--- src/power_mgmt_pkg.sv ---
// Purpose: Constants shared by the power management register bank.
// Assumes: 32-bit AXI4-Lite register access, byte offsets as printed.
// Notes:   Upper capability aux current and wake support fields are writable-sticky; see main file.
package power_mgmt_pkg;

    // ----------------------------------------------------------------
    // Register offsets
    // ----------------------------------------------------------------
    localparam logic [7:0] OFFS_POWER_CAPABILITIES = 8'hc0;
    localparam logic [7:0] OFFS_POWER_CTRL_STATUS  = 8'hc4;
    localparam logic [7:0] OFFS_LOCK_CTRL          = 8'hc8;
    localparam logic [7:0] OFFS_PORT_CFG           = 8'hcc;

    // ----------------------------------------------------------------
    // Fixed capability fields: lower half ID and next pointer, plus version in bits 18:16
    // ----------------------------------------------------------------
    localparam logic [7:0] CAP_ID_VALUE            = 8'h01;
    localparam logic [7:0] CAP_NEXT_VALUE          = 8'hd0;
    localparam logic [2:0] CAP_VERSION_VALUE       = 3'h3;

    // ----------------------------------------------------------------
    // Field positions
    // ----------------------------------------------------------------
    localparam int AUX_LSB        = 22;
    localparam int AUX_MSB        = 24;
    localparam int D1_BIT         = 25;
    localparam int D2_BIT         = 26;
    localparam int WAKE_SUP_LSB   = 27;
    localparam int WAKE_SUP_MSB   = 31;
    localparam int POWER_STATE_SEL_LSB     = 0;
    localparam int POWER_STATE_SEL_MSB     = 1;
    localparam int NOSOFT_BIT     = 3;
    localparam int WAKE_EN_BIT    = 8;
    localparam int WAKE_STS_BIT   = 15;
    localparam int BUS_STATE_BIT  = 22;
    localparam int BUS_PCC_BIT    = 23;

    // ----------------------------------------------------------------
    // Reset values
    // ----------------------------------------------------------------
    localparam logic [2:0] AUX_RESET       = 3'h7;
    localparam logic [4:0] WAKE_SUP_RESET  = 5'h19;
    localparam logic       NOSOFT_RESET    = 1'h1;

    // ----------------------------------------------------------------
    // Power states
    // ----------------------------------------------------------------
    typedef enum logic [1:0] {
        PS_D0     = 2'b00,
        PS_D1     = 2'b01,
        PS_D2     = 2'b10,
        PS_D3HOT  = 2'b11
    } power_state_type;

    localparam logic [1:0] AXI_OKAY   = 2'h0;
    localparam logic [1:0] AXI_SLVERR = 2'h2;

endpackage : power_mgmt_pkg

--- src/wake_status_flag.sv ---
// Purpose: Sticky wake status flag, set by local events, cleared by write one.
// Assumes: Event and clear are on the core clock.
// Notes:   Of the resets, only a fundamental reset clears the flag.
`timescale 1ns/10ps
module wake_status_flag (
    // Clock and fundamental reset
    input  wire logic i_clock,
    input  wire logic i_rst_b,
    // Events
    input  wire logic i_set,
    input  wire logic i_clear,
    // State
    output logic      o_flag
);

    // Set wins over a clear in the same cycle so no event is lost.
    always_ff @(posedge i_clock or negedge i_rst_b) begin
        if (!i_rst_b) begin
            o_flag <= 1'b0;
        end else if (i_set) begin
            o_flag <= 1'b1;
        end else if (i_clear) begin
            o_flag <= 1'b0;
        end
    end
endmodule : wake_status_flag

--- src/power_mgmt_capability_regs.sv ---
// Purpose: Per-port power management capability and control/status registers.
// Assumes: AXI4-Lite slave on i_clock; i_hot_rst is a synchronous pulse.
// Notes:   Sticky and enable bits survive hot reset, only i_rst_b clears them.
//
// Local design decision: the AXI4-Lite slave port.
`timescale 1ns/10ps
module power_mgmt_capability_regs
    import power_mgmt_pkg::*;
(
    // Clock and resets
    input  wire logic        i_clock,
    input  wire logic        i_rst_b,
    input  wire logic        i_hot_rst,
    // Port events
    input  wire logic        i_local_wake,
    input  wire logic        i_fwd_wake,
    // AXI4-Lite write address and data
    input  wire logic        i_awvalid,
    input  wire logic [7:0]  i_awaddr,
    output logic             o_awready,
    input  wire logic        i_wvalid,
    input  wire logic [31:0] i_wdata,
    input  wire logic [3:0]  i_wstrb,
    output logic             o_wready,
    // AXI4-Lite write response
    output logic             o_bvalid,
    output logic [1:0]       o_bresp,
    input  wire logic        i_bready,
    // AXI4-Lite read
    input  wire logic        i_arvalid,
    input  wire logic [7:0]  i_araddr,
    output logic             o_arready,
    output logic             o_rvalid,
    output logic [31:0]      o_rdata,
    output logic [1:0]       o_rresp,
    input  wire logic        i_rready,
    // Power state and wake message outputs
    output logic [1:0]       o_power_state,
    output logic             o_wake_msg_send
);

    // ----------------------------------------------------------------
    // Register state
    // ----------------------------------------------------------------
    logic [2:0]      aux_current_req;
    logic [4:0]      wake_support;
    power_state_type power_state_sel;
    logic            context_preserved;
    logic            wake_msg_enable;
    logic            wake_status;
    logic            cfg_lock;
    logic            upstream_port;
    logic            aw_held;
    logic            w_held;
    logic [7:0]      aw_addr;
    logic [31:0]     w_data;
    logic [3:0]      w_strb;

    // ----------------------------------------------------------------
    // Write channel capture
    // ----------------------------------------------------------------
    wire aw_take  = i_awvalid && o_awready;
    wire w_take   = i_wvalid && o_wready;
    wire do_write = aw_held && w_held && !o_bvalid;
    wire hit_cap  = (aw_addr == OFFS_POWER_CAPABILITIES);
    wire hit_csr  = (aw_addr == OFFS_POWER_CTRL_STATUS);
    wire hit_lock = (aw_addr == OFFS_LOCK_CTRL);
    wire hit_port = (aw_addr == OFFS_PORT_CFG);
    wire wr_map   = hit_cap || hit_csr || hit_lock || hit_port;
    wire wr_cap   = do_write && hit_cap && !cfg_lock;
    wire wr_csr   = do_write && hit_csr;
    wire wr_cfg   = do_write && hit_port && !cfg_lock;
    wire wr_lockr = do_write && hit_lock;

    always_ff @(posedge i_clock or negedge i_rst_b) begin
        if (!i_rst_b) begin
            aw_held <= 1'b0;
            aw_addr <= 8'h00;
        end else if (aw_take) begin
            aw_held <= 1'b1;
            aw_addr <= i_awaddr;
        end else if (do_write) begin
            aw_held <= 1'b0;
        end
    end

    always_ff @(posedge i_clock or negedge i_rst_b) begin
        if (!i_rst_b) begin
            w_held <= 1'b0;
            w_data <= 32'h0000_0000;
            w_strb <= 4'h0;
        end else if (w_take) begin
            w_held <= 1'b1;
            w_data <= i_wdata;
            w_strb <= i_wstrb;
        end else if (do_write) begin
            w_held <= 1'b0;
        end
    end

    always_ff @(posedge i_clock or negedge i_rst_b) begin
        if (!i_rst_b) begin
            o_awready <= 1'b1;
            o_wready  <= 1'b1;
        end else begin
            o_awready <= !(aw_held || aw_take) || do_write;
            o_wready  <= !(w_held || w_take) || do_write;
        end
    end

    always_ff @(posedge i_clock or negedge i_rst_b) begin
        if (!i_rst_b) begin
            o_bvalid <= 1'b0;
            o_bresp  <= AXI_OKAY;
        end else if (do_write) begin
            o_bvalid <= 1'b1;
            o_bresp  <= wr_map ? AXI_OKAY : AXI_SLVERR;
        end else if (o_bvalid && i_bready) begin
            o_bvalid <= 1'b0;
        end
    end

    // ----------------------------------------------------------------
    // Capability upper half
    // ----------------------------------------------------------------
    // sticky writable fields
    always_ff @(posedge i_clock or negedge i_rst_b) begin
        if (!i_rst_b) begin
            aux_current_req <= AUX_RESET;
            wake_support    <= WAKE_SUP_RESET;
        end else if (wr_cap && w_strb[3]) begin
            aux_current_req <= w_data[AUX_MSB:AUX_LSB];
            wake_support    <= w_data[WAKE_SUP_MSB:WAKE_SUP_LSB];
        end else if (wr_cap && w_strb[2]) begin
            aux_current_req[1:0] <= w_data[AUX_LSB+1:AUX_LSB];
        end
    end

    // ----------------------------------------------------------------
    // Lock and port configuration
    // ----------------------------------------------------------------
    // The lock only ever sets, so a loader can seal the set-up until reset.
    always_ff @(posedge i_clock or negedge i_rst_b) begin
        if (!i_rst_b) begin
            cfg_lock      <= 1'b0;
            upstream_port <= 1'b0;
        end else begin
            if (wr_lockr && w_strb[0] && w_data[0]) begin
                cfg_lock <= 1'b1;
            end
            if (wr_cfg && w_strb[0]) begin
                upstream_port <= w_data[0];
            end
        end
    end

    always_ff @(posedge i_clock or negedge i_rst_b) begin
        if (!i_rst_b) begin
            context_preserved <= NOSOFT_RESET;
        end else if (wr_cfg && w_strb[0]) begin
            context_preserved <= w_data[1];
        end
    end

    // ----------------------------------------------------------------
    // Control and status
    // ----------------------------------------------------------------
    wire [1:0] wr_state  = w_data[POWER_STATE_SEL_MSB:POWER_STATE_SEL_LSB];
    wire state_legal     = (wr_state == PS_D0) || (wr_state == PS_D3HOT);
    wire state_write     = wr_csr && w_strb[0] && state_legal;

    // power state select, hot reset returns it to D0
    always_ff @(posedge i_clock or negedge i_rst_b) begin
        if (!i_rst_b) begin
            power_state_sel <= PS_D0;
        end else if (i_hot_rst) begin
            power_state_sel <= PS_D0;
        end else if (state_write) begin
            power_state_sel <= power_state_type'(wr_state);
        end
    end

    always_ff @(posedge i_clock or negedge i_rst_b) begin
        if (!i_rst_b) begin
            wake_msg_enable <= 1'b0;
        end else if (wr_csr && w_strb[1]) begin
            wake_msg_enable <= w_data[WAKE_EN_BIT];
        end
    end

    wire wake_set   = i_local_wake && !upstream_port;
    wire wake_clear = wr_csr && w_strb[1] && w_data[WAKE_STS_BIT];

    wake_status_flag status_flag (
        .i_clock (i_clock),
        .i_rst_b (i_rst_b),
        .i_set   (wake_set),
        .i_clear (wake_clear),
        .o_flag  (wake_status)
    );

    always_ff @(posedge i_clock or negedge i_rst_b) begin
        if (!i_rst_b) begin
            o_wake_msg_send <= 1'b0;
            o_power_state   <= 2'h0;
        end else begin
            o_wake_msg_send <= wake_set && wake_msg_enable;
            o_power_state   <= power_state_sel;
        end
    end

    // ----------------------------------------------------------------
    // Read path
    // ----------------------------------------------------------------
    // constant zero fields
    wire [31:0] cap_word = {wake_support, 1'b0, 1'b0, aux_current_req,
                            1'b0, 1'b0, 1'b0, CAP_VERSION_VALUE,
                            CAP_NEXT_VALUE, CAP_ID_VALUE};
    wire [31:0] csr_word = {8'h00, 1'b0, 1'b0, 6'h00, wake_status, 2'h0, 4'h0,
                            wake_msg_enable, 4'h0, context_preserved, 1'b0,
                            power_state_sel};
    wire        rd_cap   = (i_araddr == OFFS_POWER_CAPABILITIES);
    wire        rd_csr   = (i_araddr == OFFS_POWER_CTRL_STATUS);
    wire        rd_lock  = (i_araddr == OFFS_LOCK_CTRL);
    wire        rd_port  = (i_araddr == OFFS_PORT_CFG);
    wire        rd_map   = rd_cap || rd_csr || rd_lock || rd_port;
    wire [31:0] rd_word  = rd_cap  ? cap_word :
                           rd_csr  ? csr_word :
                           rd_lock ? {31'h0, cfg_lock} :
                           rd_port ? {30'h0, context_preserved, upstream_port} :
                           32'h0000_0000;
    wire        ar_take  = i_arvalid && o_arready;

    always_ff @(posedge i_clock or negedge i_rst_b) begin
        if (!i_rst_b) begin
            o_arready <= 1'b1;
            o_rvalid  <= 1'b0;
            o_rdata   <= 32'h0000_0000;
            o_rresp   <= AXI_OKAY;
        end else if (ar_take) begin
            o_arready <= 1'b0;
            o_rvalid  <= 1'b1;
            o_rdata   <= rd_word;
            o_rresp   <= rd_map ? AXI_OKAY : AXI_SLVERR;
        end else if (o_rvalid && i_rready) begin
            o_arready <= 1'b1;
            o_rvalid  <= 1'b0;
        end
    end
endmodule : power_mgmt_capability_regs

--- config.mk ---
export PLATFORM = sky130hd
export DESIGN_NAME = power_mgmt_capability_regs
export DESIGN_NICKNAME = d
export VERILOG_FILES = /design/src/power_mgmt_pkg.sv /design/src/wake_status_flag.sv /design/src/power_mgmt_capability_regs.sv
export SDC_FILE = /design/constraint.sdc
export NUM_CORES = 1
export LEC_CHECK = 0
export ABC_AREA = 1
export BUFFER_PORTS_ARGS = -buffer_cell sky130_fd_sc_hd__buf_2
export CELL_PAD_IN_SITES_DETAIL_PLACEMENT = 1
export CELL_PAD_IN_SITES_GLOBAL_PLACEMENT = 1
export CORE_MARGIN = 2
export CORE_UTILIZATION = 40
export CTS_BUF_LIST = sky130_fd_sc_hd__clkbuf_4
export DETAILED_ROUTE_END_ITERATION = 8
export GPL_TIMING_DRIVEN = 0
export PLACE_DENSITY_LB_ADDON = 0.1
export SYNTH_ARGS = -nofsm -noshare
export SYNTH_HDL_FRONTEND = slang
export SYNTH_SLANG_ARGS = --single-unit
--- constraint.sdc ---
create_clock -name i_clock -period 4.1 [get_ports i_clock]
set_clock_uncertainty 0.1 [all_clocks]
set_input_delay 0.205 -clock i_clock [delete_from_list [all_inputs] [get_ports i_clock]]
set_output_delay 0.205 -clock i_clock [all_outputs]
set_load 0.01 [all_outputs]
==> impl_metrics.tcl <==
set metrics [dict create \
    status "finished clean" \
    grtUsageTotal_pct 18.8 \
    required_ps 4330 \
    routabilityCongestion 0.797 \
    ys_types 23 \
    slew_headroom_pct 45.3 \
    syn_to_final_growth_pct 31.8 \
    die_x_um 88.5 \
    placed_area_mm2 0.00337 \
    antennaDiodeCount 0 \
    crit_path_max_fanout 10 \
    die_height_um 88.5 \
    synth_warnings 0 \
    layout-drive-gt1-share_pct 28.4 \
    clock_latency_ps 390 \
    register_area_mm2 0.00164 \
    worstMarginPinSlew_ps 820 \
    fmax_mhz 658 \
    cts_buffers 9 \
    drc_errors 0 \
    crit_slowest_cell "dfrtp_1" \
    p_leak_nw 2.10 \
    cts_resized 0 \
    crit_type "flip-flop to flip-flop" \
    wirelength_um 6700 \
    coreArea_mm2 0.00687 \
    synth_area_mm2 0.00286 \
    n_fill_cell 872 \
    critPathMaxStageDelay_ps 390 \
    final_net_count 505 \
    via_per_inst 4.46 \
    hold_viol 0 \
    grt_max_degree 66 \
    setup_viol 0 \
    multiInputGateArea_um2 976 \
    htreeDepth 3 \
    grt_pass1_vias 2429 \
    period_share_pct 37.1 \
    tns_ps 0 \
    start_kind "flip-flop" \
    firstDrtPassIters 4 \
    cp_data_arrival_time_ps 1750 \
    cts.sinks 65 \
    path_cells "inv_1 -> nand3_4 -> nor3_4 -> buf_6 -> nand4_1 -> nand2_1" \
    postLayoutCellArea_mm2 0.00376 \
    initial_core_util_pct 41.6 \
    drv_cap 0 \
    io_pins 106 \
    antenna_found_initial 0 \
    die_area_mm2 0.00783 \
    vias 2422 \
    cts_tree "done" \
    powerDensity_mw_per_mm2 472 \
    seq_area_frac_synth_pct 57.4 \
    first_iter_violations 67 \
    post-route-min-period_ps 1520 \
    avgSynthCellArea_um2 8.92 \
    grt_pass1_wl_um 11300 \
    io_buffers 67 \
    ant_nets 0 \
    ir_drop_uv 265 \
    min_path_type "input pin to flip-flop" \
    dp.final_hpwl_um 4740 \
    syn_inst 320 \
    root_buffer "clkbuf_4" \
    ys_seq_elements 65 \
    grt.overflow.total 0 \
    cp-end-kind "flip-flop" \
    rows 30 \
    maxSlewViolCount 0 \
    rsz0062_at_grt "false" \
    routedWlPerCell_um 12.3 \
    clk_pin_slew_worst_paths_ps 110 \
    cts_buffer_depth 2 \
]
## report_power, final
group | total, mW | switching (mW) | internal (mW)
combinational | 0.512 | 0.310 | 0.202
clock | 0.343 | 0.220 | 0.122
sequential | 0.922 | 0.104 | 0.819
## per-stage QoR
stage               setup WS [ps]  std cells  hold WS (ps)  total power, mW  utilization, %
floorplan                    2730        336          -191             1.26               -
global placement             2440        499           283             1.40            49.1
detailed placement           2580        499           262             1.43            49.1
CTS                          2540        543          77.0             1.80            54.8
global route                 2360        543           119             1.92            54.8
finish                       2580        543           107             1.78            54.8
## flip-flops by register name, indices dropped and copies added, names as in the netlist, 2 cells and up
| register | cells |
|---|---|
| o_rdata | 14 |
| w_data | 12 |
| aw_addr | 8 |
| wake_support | 5 |
| w_strb | 4 |
| aux_current_req | 3 |
| o_power_state | 2 |
| power_state_sel | 2 |
## repair_timing
action                    4_1_cts  5_1_grt
hold endpoints to repair       85        0
buffers inserted                0        0
hold buffers                   29        0
## cell families (layout without fill, tap and decap cells)
kind of cell,after synthesis,count (layout),synth area share (%)
buffers and inverters,57,168,10.5
muxes,4,4,1.58
DFF,65,65,57.4
other,1,17,0.131
AOI/OAI and AO/OA,20,20,3.64
and+or+nand+nor,172,172,26.4
xor gates and xnor gates,1,1,0.307
## final cells by class
cell class	count	share of cell area [%]
clock buffer	10	2.00
multi-input combinational	214	25.9
tap	96	3.19
timing repair buffer	96	16.7
inverter	29	2.89
clock inverter	5	0.632
sequential	65	43.6
buffer	28	5.09
## layout by cell type, fill, tap and decap left out, drive strengths merged, types with 6 or more instances in the layout
cell	synthesis	routed
dfrtp	55	55
nand4	10	10
inv	29	29
nand2	112	112
nand3	23	23
clkbuf	4	14
dfstp	10	10
buf	24	91
o21ai	13	13
conb	1	17
a21oi	6	6
dlygate4sd3	0	29
nor3	6	6
nor2	19	19
## critical path: cells and delay by family, from the launching register on
kind	cells	cell delay (ps)
buffers and inverters	2	310
DFF	1	390
and+or+nand+nor	4	670
## final timing paths
check	slack, ps	startpoint	cells past startpoint	endpoint
max	2580	o_bvalid	6	wake_support[4]
min	110	i_wvalid	4	w_data[22]
max reg2reg	2580	o_bvalid	6	wake_support[4]
min reg2reg	320	power_state_sel[0]	0	o_power_state[0]
max in group asynchronous	3020	i_rst_b	2	o_rdata[24]
min in group asynchronous	350	i_rst_b	2	o_rresp[1]
## metal layers
| layer | GRT usage [%] | wire (µm) | vias up |
|---|---|---|---|
| met4 | 7.85 | 94 | 0 |
| met3 | 2.99 | 341 | 8 |
| met1 | 26.1 | 3170 | 1125 |
| met2 | 29.5 | 3090 | 72 |
| met5 | 0 | 0 | - |
| li1 | - | - | 1217 |
## synth_stat cells, drive strengths merged
cell	count	area (µm²)
mux2	4	45.0
clkbuf	4	15.0
o21ai	13	65.1
conb	1	3.75
nor3	6	52.6
dfrtp	55	1380
nand2	112	420
nor2	19	73.8
a21oi	6	30.0
a21o	1	8.76
inv	29	109
nand3	23	133
nand4	10	62.6
dfstp	10	263
buf	24	176
or2	2	12.5
xnor2	1	8.76
Note: power is estimated with default switching activity, not from simulation.
